$ cat src/fp_pkg.sv
// Shared constants and carrier types for the front panel key handler
package fp_pkg;
  // --------------------------------------------------------------------------
  // Timing
  // --------------------------------------------------------------------------
  localparam int unsigned CLK_HZ          = 200_000_000;
  localparam int unsigned DEBOUNCE_US     = 20000;
  localparam int unsigned DEBOUNCE_CYC    = DEBOUNCE_US * (CLK_HZ / 1_000_000);
  localparam int unsigned SHOW_S          = 10;
  localparam longint unsigned SHOW_CYC    = longint'(SHOW_S) * CLK_HZ;
  localparam int unsigned DOUBLE_MS       = 500;
  localparam int unsigned DOUBLE_CYC      = DOUBLE_MS * (CLK_HZ / 1000);

  // --------------------------------------------------------------------------
  // Sizes and field values
  // --------------------------------------------------------------------------
  localparam int unsigned RD_W      = 24;
  localparam int unsigned NUM_SP    = 4;
  localparam int unsigned NUM_DIG   = 6;
  localparam int unsigned NUM_ITEMS = 16;
  localparam logic [3:0]  DIG_MAX   = 4'h9;
  localparam logic [3:0]  DIG_ZERO  = 4'h0;
  localparam logic [RD_W-1:0] PEAK_INIT   = {1'b1, {(RD_W-1){1'b0}}};
  localparam logic [RD_W-1:0] VALLEY_INIT = {1'b0, {(RD_W-1){1'b1}}};

  // --------------------------------------------------------------------------
  // Types
  // --------------------------------------------------------------------------
  typedef enum logic [1:0] {
    MODE_RUN = 2'b00,
    MODE_CFG = 2'b01,
    MODE_SP  = 2'b10
  } mode_t;

  typedef enum logic [1:0] {
    VIEW_LIVE   = 2'b00,
    VIEW_PEAK   = 2'b01,
    VIEW_VALLEY = 2'b10,
    VIEW_SP     = 2'b11
  } view_t;

  typedef struct packed {
    logic setpoint_recall_button;
    logic up_max;
    logic down_min;
    logic menu;
    logic reset_key;
  } keys_t;

  typedef struct packed {
    logic        store;
    logic [3:0]  item;
    logic [3:0]  digit_value;
    logic [2:0]  digit_pos;
    logic [3:0]  choice;
  } nvm_t;
endpackage

$ cat src/key_debounce.sv
// Debounces one push button and emits a one-cycle press pulse
`timescale 1ns/1ps
`default_nettype none
module key_debounce #(
  parameter int unsigned COUNT = fp_pkg::DEBOUNCE_CYC
) (
  // Clock, reset and enable
  input  wire logic sys_clk,
  input  wire logic resetn,
  input  wire logic clk_en,
  // Button
  input  wire logic raw,
  output logic      held,
  output logic      press
);
  localparam int unsigned CW = $clog2(COUNT + 1);
  if (COUNT < 1) begin : g_bad_count
    $error("COUNT must be at least one");
  end

  logic [CW-1:0] count;

  // Stable level must persist COUNT cycles before it is accepted
  always_ff @(posedge sys_clk or negedge resetn) begin
    if (!resetn) begin
      count <= '0;
      held  <= 1'b0;
      press <= 1'b0;
    end else if (clk_en) begin
      press <= 1'b0;
      if (raw == held) begin
        count <= '0;
      end else if (count == CW'(COUNT - 1)) begin
        count <= '0;
        held  <= raw;
        press <= raw;
      end else begin
        count <= count + 1'b1;
      end
    end
  end
endmodule
`default_nettype wire

$ cat src/front_panel_key_handler.sv
// Front panel key handler: modes, peak/valley, setpoint recall and editing
`timescale 1ns/1ps
`default_nettype none
module front_panel_key_handler #(
  parameter int unsigned     RD_W         = fp_pkg::RD_W,
  parameter int unsigned     DEBOUNCE_CYC = fp_pkg::DEBOUNCE_CYC,
  parameter longint unsigned SHOW_CYC     = fp_pkg::SHOW_CYC,
  parameter int unsigned     DOUBLE_CYC   = fp_pkg::DOUBLE_CYC
) (
  // Clock, reset, enable
  input  wire logic              sys_clk,
  input  wire logic              resetn,
  input  wire logic              clk_en,
  // Buttons, raw levels
  input  wire fp_pkg::keys_t     keys_raw,
  // Measurement side
  input  wire logic              reading_valid,
  input  wire logic [RD_W-1:0]   reading,
  input  wire logic [3:0]        setpoint_state,
  input  wire logic              setpoints_unlocked,
  input  wire logic              item_is_binary,
  input  wire logic [3:0]        item_choice_count,
  // Display and control outputs
  output fp_pkg::mode_t          mode,
  output fp_pkg::view_t          view,
  output logic                   flash,
  output logic [RD_W-1:0]        peak,
  output logic [RD_W-1:0]        valley,
  output logic [1:0]             sp_index,
  output logic [3:0]             led,
  output logic                   measuring,
  output logic                   clear_latches,
  output logic                   clear_reading,
  output logic                   start_measure,
  output logic                   sp_store,
  output fp_pkg::nvm_t           nvm
);
  // --------------------------------------------------------------------------
  // Parameter checks
  // --------------------------------------------------------------------------
  localparam int unsigned SW = $clog2(SHOW_CYC + 1);
  localparam int unsigned DW = $clog2(DOUBLE_CYC + 1);
  if (RD_W != fp_pkg::RD_W || SHOW_CYC < 1 || DOUBLE_CYC < 1) begin : g_bad_param
    $error("unsupported width or timing count");
  end

  // --------------------------------------------------------------------------
  // Helpers
  // --------------------------------------------------------------------------
  // Decimal digit step with wrap, shared by config and setpoint edit
  function automatic logic [3:0] digit_inc(input logic [3:0] d);
    digit_inc = (d >= fp_pkg::DIG_MAX) ? fp_pkg::DIG_ZERO : d + 4'h1;
  endfunction
  function automatic logic [2:0] pos_right(input logic [2:0] p);
    pos_right = (p == 3'(fp_pkg::NUM_DIG - 1)) ? 3'h0 : p + 3'h1;
  endfunction

  // --------------------------------------------------------------------------
  // Button front end
  // --------------------------------------------------------------------------
  fp_pkg::keys_t held;
  fp_pkg::keys_t press;
  localparam int unsigned NK = $bits(fp_pkg::keys_t);

  for (genvar k = 0; k < NK; k++) begin : g_key
    key_debounce #(.COUNT(DEBOUNCE_CYC)) u_deb (
      .sys_clk (sys_clk),
      .resetn  (resetn),
      .clk_en  (clk_en),
      .raw     (keys_raw[k]),
      .held    (held[k]),
      .press   (press[k])
    );
  end

  // --------------------------------------------------------------------------
  // Reset key: single versus double press
  // --------------------------------------------------------------------------
  // A single press is only known once the window has expired, so it is late
  logic [DW-1:0] dbl_count;
  logic          dbl_armed;
  logic          rst_single;
  logic          rst_double;
  always_ff @(posedge sys_clk or negedge resetn) begin
    if (!resetn) begin
      dbl_count  <= '0;
      dbl_armed  <= 1'b0;
      rst_single <= 1'b0;
      rst_double <= 1'b0;
    end else if (clk_en) begin
      rst_single <= 1'b0;
      rst_double <= 1'b0;
      if (press.reset_key && dbl_armed) begin
        dbl_armed  <= 1'b0;
        rst_double <= 1'b1;
      end else if (press.reset_key) begin
        dbl_armed <= 1'b1;
        dbl_count <= '0;
      end else if (dbl_armed && dbl_count == DW'(DOUBLE_CYC - 1)) begin
        dbl_armed  <= 1'b0;
        rst_single <= 1'b1;
      end else if (dbl_armed) begin
        dbl_count <= dbl_count + 1'b1;
      end
    end
  end

  // --------------------------------------------------------------------------
  // Mode and view
  // --------------------------------------------------------------------------
  logic [3:0] item;
  logic [3:0] digit_value;
  logic       digit_fresh;
  logic [2:0] digit_pos;
  logic [3:0] choice;
  logic [SW-1:0] show_count;

  always_ff @(posedge sys_clk or negedge resetn) begin
    if (!resetn) begin
      mode      <= fp_pkg::MODE_RUN;
      view      <= fp_pkg::VIEW_LIVE;
      measuring <= 1'b1;
    end else if (clk_en) begin
      case (mode)
        fp_pkg::MODE_RUN: begin
          if (press.menu) begin
            mode      <= fp_pkg::MODE_CFG;
            view      <= fp_pkg::VIEW_LIVE;
            measuring <= 1'b0;
          end else if (press.setpoint_recall_button && setpoints_unlocked) begin
            mode <= fp_pkg::MODE_SP;
            view <= fp_pkg::VIEW_SP;
          end else if (press.up_max) begin
            view <= (view == fp_pkg::VIEW_PEAK) ? fp_pkg::VIEW_LIVE : fp_pkg::VIEW_PEAK;
          end else if (press.down_min) begin
            view <= (view == fp_pkg::VIEW_VALLEY) ? fp_pkg::VIEW_LIVE : fp_pkg::VIEW_VALLEY;
          end else if (rst_single || rst_double) begin
            view <= fp_pkg::VIEW_LIVE;
          end
        end
        fp_pkg::MODE_CFG: begin
          if (rst_double) begin
            mode      <= fp_pkg::MODE_RUN;
            view      <= fp_pkg::VIEW_LIVE;
            measuring <= 1'b1;
          end
        end
        fp_pkg::MODE_SP: begin
          // Leaving after the last setpoint times out or on the menu key
          if (press.menu || (sp_index == 2'(fp_pkg::NUM_SP - 1) && !held.setpoint_recall_button
              && show_count == SW'(SHOW_CYC - 1) && !press.setpoint_recall_button)) begin
            mode <= fp_pkg::MODE_RUN;
            view <= fp_pkg::VIEW_LIVE;
          end
        end
        default: begin
          mode <= fp_pkg::MODE_RUN;
          view <= fp_pkg::VIEW_LIVE;
        end
      endcase
    end
  end

  always_ff @(posedge sys_clk or negedge resetn) begin
    if (!resetn) begin
      flash <= 1'b0;
    end else if (clk_en) begin
      flash <= (view == fp_pkg::VIEW_PEAK) || (view == fp_pkg::VIEW_VALLEY)
               || (mode != fp_pkg::MODE_RUN);
    end
  end

  // --------------------------------------------------------------------------
  // Peak and valley memories
  // --------------------------------------------------------------------------
  always_ff @(posedge sys_clk or negedge resetn) begin
    if (!resetn) begin
      peak   <= fp_pkg::PEAK_INIT;
      valley <= fp_pkg::VALLEY_INIT;
    end else if (clk_en) begin
      if (mode == fp_pkg::MODE_RUN && (rst_single || rst_double)) begin
        peak   <= fp_pkg::PEAK_INIT;
        valley <= fp_pkg::VALLEY_INIT;
      end else if (reading_valid && measuring) begin
        if ($signed(reading) > $signed(peak)) peak <= reading;
        if ($signed(reading) < $signed(valley)) valley <= reading;
      end
    end
  end

  always_ff @(posedge sys_clk or negedge resetn) begin
    if (!resetn) begin
      clear_latches <= 1'b0;
      clear_reading <= 1'b0;
      start_measure <= 1'b0;
    end else if (clk_en) begin
      clear_latches <= (mode == fp_pkg::MODE_RUN) && (rst_single || rst_double);
      clear_reading <= (mode == fp_pkg::MODE_RUN) && rst_double;
      start_measure <= ((mode == fp_pkg::MODE_RUN) && rst_double)
                       || ((mode == fp_pkg::MODE_CFG) && rst_double);
    end
  end

  // --------------------------------------------------------------------------
  // Setpoint recall and edit
  // --------------------------------------------------------------------------
  // Edits are saved on the next recall press, in the same cycle as the index advances
  always_ff @(posedge sys_clk or negedge resetn) begin
    if (!resetn) begin
      sp_index   <= 2'h0;
      show_count <= '0;
      sp_store   <= 1'b0;
    end else if (clk_en) begin
      sp_store <= 1'b0;
      if (mode != fp_pkg::MODE_SP) begin
        sp_index   <= 2'h0;
        show_count <= '0;
      end else if (press.setpoint_recall_button) begin
        sp_store   <= 1'b1;
        sp_index   <= sp_index + 2'h1;
        show_count <= '0;
      end else if (held.setpoint_recall_button) begin
        show_count <= '0;
      end else if (show_count == SW'(SHOW_CYC - 1)) begin
        show_count <= '0;
        sp_index   <= sp_index + 2'h1;
      end else begin
        show_count <= show_count + 1'b1;
      end
    end
  end

  // --------------------------------------------------------------------------
  // Configuration and digit editing
  // --------------------------------------------------------------------------
  always_ff @(posedge sys_clk or negedge resetn) begin
    if (!resetn) begin
      item        <= 4'h0;
      digit_value <= fp_pkg::DIG_ZERO;
      digit_fresh <= 1'b1;
      digit_pos   <= 3'h0;
      choice      <= 4'h0;
    end else if (clk_en) begin
      if (mode == fp_pkg::MODE_RUN) begin
        item        <= 4'h0;
        digit_value <= fp_pkg::DIG_ZERO;
        digit_fresh <= 1'b1;
        digit_pos   <= 3'h0;
        choice      <= 4'h0;
      end else if (mode == fp_pkg::MODE_CFG) begin
        if (press.menu) begin
          item        <= item + 4'h1;
          digit_value <= fp_pkg::DIG_ZERO;
          digit_fresh <= 1'b1;
          choice      <= 4'h0;
        end else if (rst_single) begin
          item <= item - 4'h1;
        end else if (press.up_max && item_is_binary) begin
          choice <= {3'h0, ~choice[0]};
        end else if (press.up_max) begin
          digit_value <= digit_fresh ? fp_pkg::DIG_ZERO : digit_inc(digit_value);
          digit_fresh <= 1'b0;
        end else if (press.down_min) begin
          choice <= (choice + 4'h1 >= item_choice_count) ? 4'h0 : choice + 4'h1;
        end
      end else begin
        if (press.setpoint_recall_button) begin
          digit_value <= fp_pkg::DIG_ZERO;
          digit_pos   <= 3'h0;
        end else if (press.up_max) begin
          digit_value <= digit_inc(digit_value);
        end else if (press.down_min) begin
          digit_pos   <= pos_right(digit_pos);
          digit_value <= fp_pkg::DIG_ZERO;
        end
      end
    end
  end

  always_ff @(posedge sys_clk or negedge resetn) begin
    if (!resetn) begin
      nvm <= '0;
    end else if (clk_en) begin
      nvm.store       <= (mode == fp_pkg::MODE_CFG) && press.menu;
      nvm.item        <= item;
      nvm.digit_value <= digit_value;
      nvm.digit_pos   <= digit_pos;
      nvm.choice      <= choice;
    end
  end

  // --------------------------------------------------------------------------
  // Indicators
  // --------------------------------------------------------------------------
  always_ff @(posedge sys_clk or negedge resetn) begin
    if (!resetn) begin
      led <= 4'h0;
    end else if (clk_en) begin
      led <= setpoint_state;
    end
  end
endmodule
`default_nettype wire

$ cat config.mk
export PLATFORM = sky130hd
export DESIGN_NAME = front_panel_key_handler
export DESIGN_NICKNAME = d
export VERILOG_FILES = /design/src/fp_pkg.sv /design/src/key_debounce.sv /design/src/front_panel_key_handler.sv
export SDC_FILE = /design/constraint.sdc
export NUM_CORES = 1
export LEC_CHECK = 0
export ABC_AREA = 1
export BUFFER_PORTS_ARGS = -buffer_cell sky130_fd_sc_hd__buf_4
export CAP_MARGIN = 10
export CORE_MARGIN = 1
export CORE_UTILIZATION = 50
export DETAILED_ROUTE_END_ITERATION = 16
export PLACE_DENSITY_LB_ADDON = 0.08
export SLEW_MARGIN = 20
export SYNTH_ARGS = -nofsm -noshare
export SYNTH_HDL_FRONTEND = slang
export SYNTH_SLANG_ARGS = --single-unit
$ cat constraint.sdc
create_clock -name sys_clk -period 2.9 [get_ports sys_clk]
set_input_delay 0.29 -clock sys_clk [delete_from_list [all_inputs] [get_ports sys_clk]]
set_output_delay 0.29 -clock sys_clk [all_outputs]
set_load 0.005 [all_outputs]
==> metrics.txt, run 1 <==
# TYPE chip_impl_metric gauge
chip_impl_info{name="status",value="complete, no violations"} 1
chip_impl_metric{name="min_period_over_period",unit="%"} 84.85
chip_impl_metric{name="synth-edff-count",unit=""} 0
chip_impl_metric{name="grt_max_degree",unit=""} 73
chip_impl_metric{name="seq_area_frac_synth",unit="%"} 41.77
chip_impl_metric{name="fillCellCount",unit=""} 3078
chip_impl_metric{name="drt_iter0_drc",unit=""} 994
chip_impl_metric{name="multiInputGateArea",unit="sq mm"} 0.008212
chip_impl_info{name="startpoint_type_of_the_worst_setup_path",value="flop"} 1
chip_impl_metric{name="finalWorstPathRequiredPeriod",unit="ps"} 2461
chip_impl_metric{name="share_of_flip_flops_with_an_asynchronous_set_or_reset_after_synthesis",unit="%"} 100.0
chip_impl_metric{name="average_routed_wire_per_standard_cell",unit="microns"} 15.21
chip_impl_metric{name="num_io_pins",unit=""} 123
chip_impl_metric{name="first_pass_grt_wire_length",unit="microns"} 71590
chip_impl_metric{name="antenna_cells_inserted",unit=""} 0
chip_impl_metric{name="drc",unit=""} 0
chip_impl_metric{name="cellPowerDensity",unit="mW/mm^2"} 667.9
chip_impl_metric{name="report.final.slew_viol_count",unit=""} 0
chip_impl_info{name="cts.root.buffer_cell",value="sky130_fd_sc_hd__clkbuf_16"} 1
chip_impl_metric{name="fmax",unit="MHz"} 406.4
chip_impl_metric{name="hpwl",unit="microns"} 30240
chip_impl_info{name="setup.worst_path.class",value="flop to flop"} 1
chip_impl_metric{name="relative_area_change_from_synthesis_to_final_layout",unit="%"} 15.94
chip_impl_metric{name="tritoncts.num_buffers",unit=""} 34
chip_impl_metric{name="globalRouteTotalUtil",unit="%"} 25.83
chip_impl_metric{name="die_w",unit="microns"} 184.6
chip_impl_metric{name="cp_slowest_stage_delay",unit="ps"} 550
chip_impl_metric{name="htree_num_levels",unit=""} 2
chip_impl_metric{name="syn_area_per_cell",unit="sq um"} 7.544
chip_impl_metric{name="mappedNetlistArea",unit="sq mm"} 0.01667
chip_impl_metric{name="critical_path.max_fanout",unit=""} 24
chip_impl_metric{name="final_net_count",unit=""} 2445
chip_impl_metric{name="clock-sinks",unit=""} 277
chip_impl_info{name="cts_tree",value="yes"} 1
chip_impl_metric{name="fp.dieArea",unit="sq mm"} 0.03408
chip_impl_metric{name="numPortBuffers",unit=""} 122
chip_impl_metric{name="first_global_vias",unit=""} 14700
chip_impl_metric{name="area.sequential",unit="sq mm"} 0.006964
chip_impl_info{name="critical_path.slowest_cell",value="sky130_fd_sc_hd__dfstp_2"} 1
chip_impl_metric{name="total_power",unit="mW"} 12.91
chip_impl_info{name="grt_setup_unrepaired",value="no"} 1
chip_impl_metric{name="final.setup_skew",unit="ps"} 12.11
chip_impl_metric{name="clock_insertion_delay_worst_skew",unit="ps"} 510
chip_impl_metric{name="fin_setup_tns",unit="ps"} 0
chip_impl_metric{name="vertical_extent_of_the_die",unit="microns"} 184.6
chip_impl_metric{name="synth_fp_nets",unit=""} 2321
chip_impl_metric{name="initial_core_util",unit="%"} 50.98
chip_impl_info{name="hold_class",value="input pin to flop"} 1
chip_impl_metric{name="drt_pre_antenna_iters",unit=""} 5
chip_impl_metric{name="p_leak",unit="nW"} 9.043
chip_impl_metric{name="clk_transition_reported_paths",unit="ps"} 60
chip_impl_metric{name="maxCapViolCount",unit=""} 0
chip_impl_metric{name="design.core.area",unit="sq mm"} 0.03270
chip_impl_metric{name="cts-root-to-sink-buffers",unit=""} 3
chip_impl_metric{name="antenna_found_initial",unit=""} 0
chip_impl_info{name="final_common_cell",value="sky130_fd_sc_hd__nand2_1"} 1
chip_impl_metric{name="report.final.hold_viol_count",unit=""} 0
chip_impl_metric{name="syn-instance-count",unit=""} 2210
chip_impl_info{name="endpoint_kind",value="flop"} 1
chip_impl_metric{name="report.final.setup_viol",unit=""} 0
chip_impl_info{name="ys.flop_type",value="sky130_fd_sc_hd__dfrtp_1"} 1
chip_impl_metric{name="global_route.overflow_total",unit=""} 0
chip_impl_info{name="final_cell_mix",value="539 x sky130_fd_sc_hd__nand2_1, 304 x sky130_fd_sc_hd__inv_1, 251 x sky130_fd_sc_hd__dfrtp_1"} 1
chip_impl_metric{name="worst_ep_required_time",unit="ps"} 3290
chip_impl_info{name="critical-path-top-cell-by-count",value="sky130_fd_sc_hd__nand2_1"} 1
chip_impl_info{name="crit_path_cell_trace",value="inv_1 -> ha_1 -> a21oi_1 -> nor2_1 -> nor2_1 -> nand2_1 -> a21oi_1 -> nand2_1 -> nand2_1 -> nand3_2 -> nand3_1 -> nand2_1"} 1
chip_impl_metric{name="vdd_ir_drop_max",unit="mV"} 0.4196
chip_impl_metric{name="route.final.wire_length",unit="microns"} 42600
chip_impl_metric{name="via_count",unit=""} 14990
chip_impl_metric{name="transition_time_at_the_pin_with_the_least_slew_margin",unit="ps"} 802.4
chip_impl_metric{name="fp-row-count",unit=""} 66
chip_impl_metric{name="fraction_of_final_layout_cells_sized_beyond_drive_strength_1",unit="%"} 13.14
chip_impl_metric{name="synth_cell_types",unit=""} 50
chip_impl_metric{name="gp_routability_congestion",unit=""} 0.9197
chip_impl_metric{name="worstPathArrival",unit="ps"} 2850
chip_impl_metric{name="ant_nets",unit=""} 0
chip_impl_metric{name="postLayoutCoreUtil",unit="%"} 59.11
chip_impl_metric{name="post_drt_via_cell_ratio",unit=""} 5.351
chip_impl_metric{name="synth_warnings",unit=""} 0
chip_impl_metric{name="yosys_register_bits",unit=""} 277
chip_impl_metric{name="timing.slew.headroom",unit="%"} 45.94
chip_impl_metric{name="cts_resized",unit=""} 0
==> power breakdown <==
group | internal [mW] | switching [mW]
registers | 4.49 | 0.506
logic | 1.38 | 1.95
clock network | 2.89 | 1.70
==> path summary, 6_finish.rpt <==
path / slack [ps] / endpoint / cells past startpoint / from
setup / recovery: 440 / valley[23] / 12 / valley[21]
hold / removal: 30 / g_key[4].u_deb.press / 3 / keys_raw[4]
setup reg to reg: 440 / valley[23] / 12 / valley[21]
hold reg to reg: 480 / led[2] / 2 / led[2]
max in group asynchronous: 1600 / valley[14] / 3 / resetn
min in group asynchronous: 350 / peak[9] / 2 / resetn
==> layer usage <==
layer	routed length [microns]	GRT usage (%)
met3	2075	3.537
met4	861	7.200
met2	19840	43.23
met5	0	0
met1	19830	34.90
==> registers in the layout, summed over array words and instances, names as in the netlist, 5 cells and up <==
name / cells
g_key.u_deb.press: 5
valley: 24
g_key.u_deb.held: 5
nvm: 16
dbl_count: 27
peak: 24
g_key.u_deb.count: 110
show_count: 31
==> stage by stage <==
| stage | setup slack, ps | cells | hold slack (ps) | cell area [sq um] |
|---|---|---|---|---|
| 2_1_floorplan | 894.5 | 2210 | -5.591 | 16670 |
| 3_3_place_gp | 488.1 | 2735 | 323.6 | 18060 |
| 3_5_place_dp | 441.8 | 2735 | 315.7 | 18060 |
| 4_1_cts | 436.1 | 2801 | 16.51 | 19330 |
| 5_1_grt | 165.5 | 2801 | 39.04 | 19330 |
| 6_report | 439.4 | 2801 | 28.22 | 19330 |
==> worst max-delay path, delay by kind of cell, from the launching register on <==
family	cells	cell delay [ps]
compound gates	2	350
fa+ha+maj	1	290
buf+inv	1	50
flops	1	550
simple gates	8	1100
==> kinds of logic (layout without fill, tap and decap cells) <==
| family | after synthesis | in the layout | synth area share (%) |
|---|---|---|---|
| AO/OA/AOI/OAI | 321 | 321 | 10.78 |
| XOR/XNOR | 74 | 74 | 3.887 |
| adder cells (fa/ha/maj) | 68 | 68 | 5.148 |
| buffers and inverters | 378 | 527 | 8.976 |
| flip-flops | 277 | 277 | 41.77 |
| multiplexers | 1 | 1 | 0.06004 |
| AND/OR/NAND/NOR | 1091 | 1091 | 29.37 |
==> final cells by class <==
class                           instances  area share [%]
Inverter                              320           6.233
Timing Repair Buffer                  146           6.097
Clock inverter                         15           1.087
Multi-Input combinational cell       1555           42.48
Sequential cell                       277           36.03
Tap cell                              442           2.861
Clock buffer                           46           5.211
==> what timing repair did <==
action | CTS | global route
endpoints found under the hold margin | 57 | 0
hold buffers | 5 | 0
setup buffers | 0 | 0
==> Yosys cell counts (15+ instances only) <==
cell type | count | share of area [%]
sky130_fd_sc_hd__nand2_1 | 539 | 12
sky130_fd_sc_hd__inv_1 | 305 | 6.9
sky130_fd_sc_hd__dfrtp_1 | 251 | 38
sky130_fd_sc_hd__nor2_1 | 186 | 4.2
sky130_fd_sc_hd__nand3_1 | 185 | 5.6
sky130_fd_sc_hd__o21ai_0 | 149 | 4.5
sky130_fd_sc_hd__ha_1 | 67 | 5.0
sky130_fd_sc_hd__a21oi_1 | 61 | 1.8
sky130_fd_sc_hd__nand4_1 | 61 | 2.3
sky130_fd_sc_hd__xor2_1 | 61 | 3.2
sky130_fd_sc_hd__nor3_1 | 50 | 1.5
sky130_fd_sc_hd__o22ai_1 | 40 | 1.5
sky130_fd_sc_hd__clkbuf_1 | 28 | 0.63
sky130_fd_sc_hd__dfstp_2 | 26 | 4.1
sky130_fd_sc_hd__buf_2 | 18 | 0.54
sky130_fd_sc_hd__o21ai_1 | 17 | 0.51
sky130_fd_sc_hd__o21ai_2 | 16 | 0.84
sky130_fd_sc_hd__a31oi_1 | 15 | 0.56
Note: power is estimated with default switching activity, not from simulation.
==> run 2, diff against run 1 <==
- ABC_AREA: 1 -> 0
- clock period: 2.9 -> 2.55 ns (I/O delays scaled with it)
==> metrics.txt, run 2 <==
# TYPE chip_impl_metric gauge
chip_impl_info{name="status",value="complete, but fails checks"} 1
chip_impl_info{name="violated_checks",value="setup timing"} 1
chip_impl_metric{name="syn_area_per_cell",unit="sq um"} 9.208
chip_impl_info{name="worst_flop_to_flop_path_endpoint",value="valley[0]"} 1
chip_impl_info{name="yosysTopAreaCell",value="sky130_fd_sc_hd__dfrtp_1"} 1
chip_impl_info{name="origin_of_the_worst_min_delay_path",value="keys_raw[2]"} 1
chip_impl_metric{name="worstHoldPathCells",unit=""} 3
chip_impl_metric{name="fp.dieArea",unit="sq mm"} 0.03047
chip_impl_metric{name="drc",unit=""} 0
chip_impl_metric{name="mappedNetlistArea",unit="sq mm"} 0.01489
chip_impl_metric{name="number_of_flip_flops_in_the_largest_register",unit=""} 110
chip_impl_metric{name="min_period_over_period",unit="%"} 105.5
chip_impl_metric{name="postPlaceCellArea",unit="sq mm"} 0.01669
chip_impl_info{name="cts_tree",value="yes"} 1
chip_impl_metric{name="global_route.overflow_total",unit=""} 0
chip_impl_info{name="ys.flop_type",value="sky130_fd_sc_hd__dfrtp_1"} 1
chip_impl_metric{name="post_drt_via_cell_ratio",unit=""} 5.627
chip_impl_metric{name="antenna_cells_inserted",unit=""} 0
chip_impl_metric{name="fraction_of_final_layout_cells_sized_beyond_drive_strength_1",unit="%"} 19.57
chip_impl_metric{name="synth_fp_nets",unit=""} 1728
chip_impl_info{name="final_common_cell",value="sky130_fd_sc_hd__nand2_1"} 1
chip_impl_metric{name="antenna_found_initial",unit=""} 0
chip_impl_metric{name="cp_num_buf_inv",unit=""} 2
chip_impl_metric{name="setup_slack",unit="ps"} -140.1
chip_impl_metric{name="vertical_extent_of_the_die",unit="microns"} 174.6
chip_impl_metric{name="first_global_vias",unit=""} 12150
chip_impl_info{name="hold_class",value="input pin to flop"} 1
chip_impl_metric{name="timing.slew.headroom",unit="%"} 27.61
chip_impl_metric{name="cts-root-to-sink-buffers",unit=""} 3
chip_impl_metric{name="tritoncts.num_buffers",unit=""} 30
chip_impl_metric{name="worst_r2r_path_depth",unit=""} 9
chip_impl_info{name="crit_path_cell_trace",value="inv_2 -> ha_4 -> nand4_1 -> or4_4 -> o211ai_4 -> xnor2_2 -> or3_4 -> buf_12 -> o22a_2"} 1
chip_impl_metric{name="die_w",unit="microns"} 174.6
chip_impl_metric{name="clock-sinks",unit=""} 277
chip_impl_metric{name="worst_ep_required_time",unit="ps"} 3020
chip_impl_info{name="largest_register",value="g_key.u_deb.count"} 1
chip_impl_metric{name="synth-edff-count",unit=""} 0
chip_impl_metric{name="ant_nets",unit=""} 0
chip_impl_metric{name="first_pass_grt_wire_length",unit="microns"} 60420
chip_impl_info{name="timing.hold.worst_endpoint",value="g_key[2].u_deb.held"} 1
chip_impl_metric{name="numPortBuffers",unit=""} 122
chip_impl_metric{name="transition_time_at_the_pin_with_the_least_slew_margin",unit="ps"} 1086
chip_impl_metric{name="relative_area_change_from_synthesis_to_final_layout",unit="%"} 23.70
chip_impl_metric{name="initial_core_util",unit="%"} 51.32
chip_impl_info{name="cts.root.buffer_cell",value="sky130_fd_sc_hd__clkbuf_16"} 1
chip_impl_info{name="grt_setup_unrepaired",value="yes"} 1
chip_impl_metric{name="final.setup_skew",unit="ps"} 16.89
chip_impl_metric{name="cellPowerDensity",unit="mW/mm^2"} 592.2
chip_impl_metric{name="share_of_flip_flops_with_an_asynchronous_set_or_reset_after_synthesis",unit="%"} 100.0
chip_impl_metric{name="final_net_count",unit=""} 1937
chip_impl_metric{name="syn-instance-count",unit=""} 1617
chip_impl_metric{name="vdd_ir_drop_max",unit="mV"} 0.4792
chip_impl_metric{name="worstPathArrival",unit="ps"} 3160
chip_impl_metric{name="clk_transition_reported_paths",unit="ps"} 60
chip_impl_metric{name="grt_max_degree",unit=""} 72
chip_impl_metric{name="average_routed_wire_per_standard_cell",unit="microns"} 15.91
chip_impl_metric{name="final_area",unit="sq mm"} 0.01842
chip_impl_metric{name="p_leak",unit="nW"} 8.393
chip_impl_metric{name="postLayoutCoreUtil",unit="%"} 63.48
chip_impl_metric{name="drt_iter0_drc",unit=""} 807
chip_impl_metric{name="report.final.hold_viol_count",unit=""} 0
chip_impl_metric{name="synth_warnings",unit=""} 0
chip_impl_metric{name="route.final.wire_length",unit="microns"} 35540
chip_impl_metric{name="design.core.area",unit="sq mm"} 0.02901
chip_impl_metric{name="fillCellCount",unit=""} 2380
chip_impl_info{name="highest-signal-layer",value="met4"} 1
chip_impl_metric{name="worst-r2r-setup-slack",unit="ps"} -140
chip_impl_metric{name="hpwl",unit="microns"} 24200
chip_impl_info{name="regToRegStartpoint",value="valley[15]"} 1
chip_impl_metric{name="synth_cell_types",unit=""} 63
chip_impl_metric{name="num_io_pins",unit=""} 123
chip_impl_metric{name="clock_insertion_delay_worst_skew",unit="ps"} 550
chip_impl_metric{name="wl_met1",unit="microns"} 17260
chip_impl_metric{name="finalWorstPathRequiredPeriod",unit="ps"} 2690
chip_impl_metric{name="routed_length_on_met3",unit="microns"} 1494
chip_impl_info{name="biggestRegsByFlops",value="g_key.u_deb.count x110, show_count x31, dbl_count x27"} 1
chip_impl_metric{name="dr_wl_met2",unit="microns"} 16270
chip_impl_metric{name="report.final.slew_viol_count",unit=""} 0
chip_impl_metric{name="critical_path.max_fanout",unit=""} 9
chip_impl_metric{name="maxCapViolCount",unit=""} 0
chip_impl_info{name="timing.critical_path.max_delay_family",value="simple AND/OR/NAND/NOR gates"} 1
chip_impl_metric{name="seq_area_frac_synth",unit="%"} 46.77
chip_impl_metric{name="drt_pre_antenna_iters",unit=""} 5
chip_impl_metric{name="finish.cell_count_without_fillers",unit=""} 2234
chip_impl_metric{name="yosys_register_bits",unit=""} 277
chip_impl_metric{name="yosysTopAreaCellShare",unit="%"} 42.18
chip_impl_metric{name="fmax",unit="MHz"} 371.7
chip_impl_info{name="post_synth_most_frequent_cells",value="257 x sky130_fd_sc_hd__nand2_1, 251 x sky130_fd_sc_hd__dfrtp_1, 174 x sky130_fd_sc_hd__o21ai_0, 107 x sky130_fd_sc_hd__nor2_1, 83 x sky130_fd_sc_hd__inv_1"} 1
chip_impl_metric{name="report.final.setup_viol",unit=""} 24
chip_impl_info{name="setup.worst_path.class",value="flop to flop"} 1
chip_impl_metric{name="globalRouteTotalUtil",unit="%"} 23.65
chip_impl_info{name="final_cell_mix",value="256 x sky130_fd_sc_hd__nand2_1, 251 x sky130_fd_sc_hd__dfrtp_1, 191 x sky130_fd_sc_hd__buf_4"} 1
chip_impl_metric{name="cp_slowest_stage_delay",unit="ps"} 580
chip_impl_metric{name="fp-row-count",unit=""} 62
chip_impl_info{name="endpoint_kind",value="flop"} 1
chip_impl_info{name="startpoint_type_of_the_worst_setup_path",value="flop"} 1
chip_impl_metric{name="placedCellCount",unit=""} 2138
chip_impl_info{name="synthMostInstantiatedCell",value="sky130_fd_sc_hd__nand2_1"} 1
chip_impl_info{name="critical_path.slowest_cell",value="sky130_fd_sc_hd__or4_4"} 1
chip_impl_metric{name="via_count",unit=""} 12570
chip_impl_metric{name="htree_num_levels",unit=""} 1
chip_impl_metric{name="gp_routability_congestion",unit=""} 0.8829
chip_impl_info{name="synthTopCellsByArea",value="sky130_fd_sc_hd__dfrtp_1 42%, sky130_fd_sc_hd__nand2_1 6.5%, sky130_fd_sc_hd__o21ai_0 5.8%, sky130_fd_sc_hd__ha_1 5.6%, sky130_fd_sc_hd__dfstp_2 4.6%"} 1
run 2: where the power goes:
part           total (mW)  switching (mW)  internal (mW)
sequential           4.76           0.143           4.62
clock                4.74            1.76           2.98
combinational        1.41           0.712          0.695
run 2: cell type report:
class / instances / area [sq um] / area share, %
well taps: 384 / 480.5 / 2.609
repair buffers: 237 / 1989 / 10.80
clock buffers: 45 / 918.4 / 4.986
clock inverters: 11 / 182.7 / 0.9918
inverters: 84 / 315.3 / 1.712
multi-input cells: 1196 / 7567 / 41.09
flip-flops and latches: 277 / 6964 / 37.81
run 2: metal layers:
metal | global-route usage (%) | up-vias
li1 | - | 6151
met1 | 34.91 | 6119
met2 | 37.45 | 266
met3 | 2.668 | 34
met4 | 5.145 | 0
met5 | 0 | -
run 2: cell families (layout without fill, tap and decap cells):
| family | count (synthesis) | in the layout | synth area share, % |
|---|---|---|---|
| xor+xnor | 60 | 60 | 3.529 |
| flops | 277 | 277 | 46.77 |
| simple gates | 646 | 646 | 20.66 |
| buf+inv | 144 | 377 | 4.008 |
| fa+ha+maj | 68 | 68 | 5.765 |
| mux | 58 | 58 | 4.118 |
| compound gates | 364 | 364 | 15.14 |
run 2: through the flow:
step / setup slack [ps] / TNS [ps] / hold slack [ps] / total power [mW]
after CTS: -69.09 / -1080 / 8.957 / 11.00
after global routing: -211.4 / -4708 / 36.24 / 11.39
after global placement: -66.00 / -1117 / 239.6 / 6.082
final: -140.1 / -2893 / 24.96 / 10.91
after detailed placement: -134.7 / -2798 / 241.2 / 6.118
after floorplan: -0.6497 / -11.64 / -40.59 / 5.454
run 2: worst min-delay path, stage by stage:
cell and delay [ps]:
sky130_fd_sc_hd__buf_4 90, sky130_fd_sc_hd__nand2_1 90, sky130_fd_sc_hd__o21ai_0 90
run 2: worst max-delay path by stage:
stage,start,endpoint,depth (start not counted)
6_report,valley[15],valley[0],9
5_1_grt,valley[12],valley[18],12
4_1_cts,valley[12],valley[0],9
3_5_place_dp,valley[11],valley[5],9
3_3_place_gp,valley[11],valley[0],9
2_1_floorplan,valley[18],valley[10],10
run 2: what timing repair did:
action | 4_1_cts | 5_1_grt
setup buffers | 3 | 3
cloned | 0 | 1
pin swaps | 3 | 9
hold buffers | 33 | 0
endpoints found under the hold margin | 101 | 0
endpoints found under the setup margin | 27 | 83
resized for setup | 21 | 21
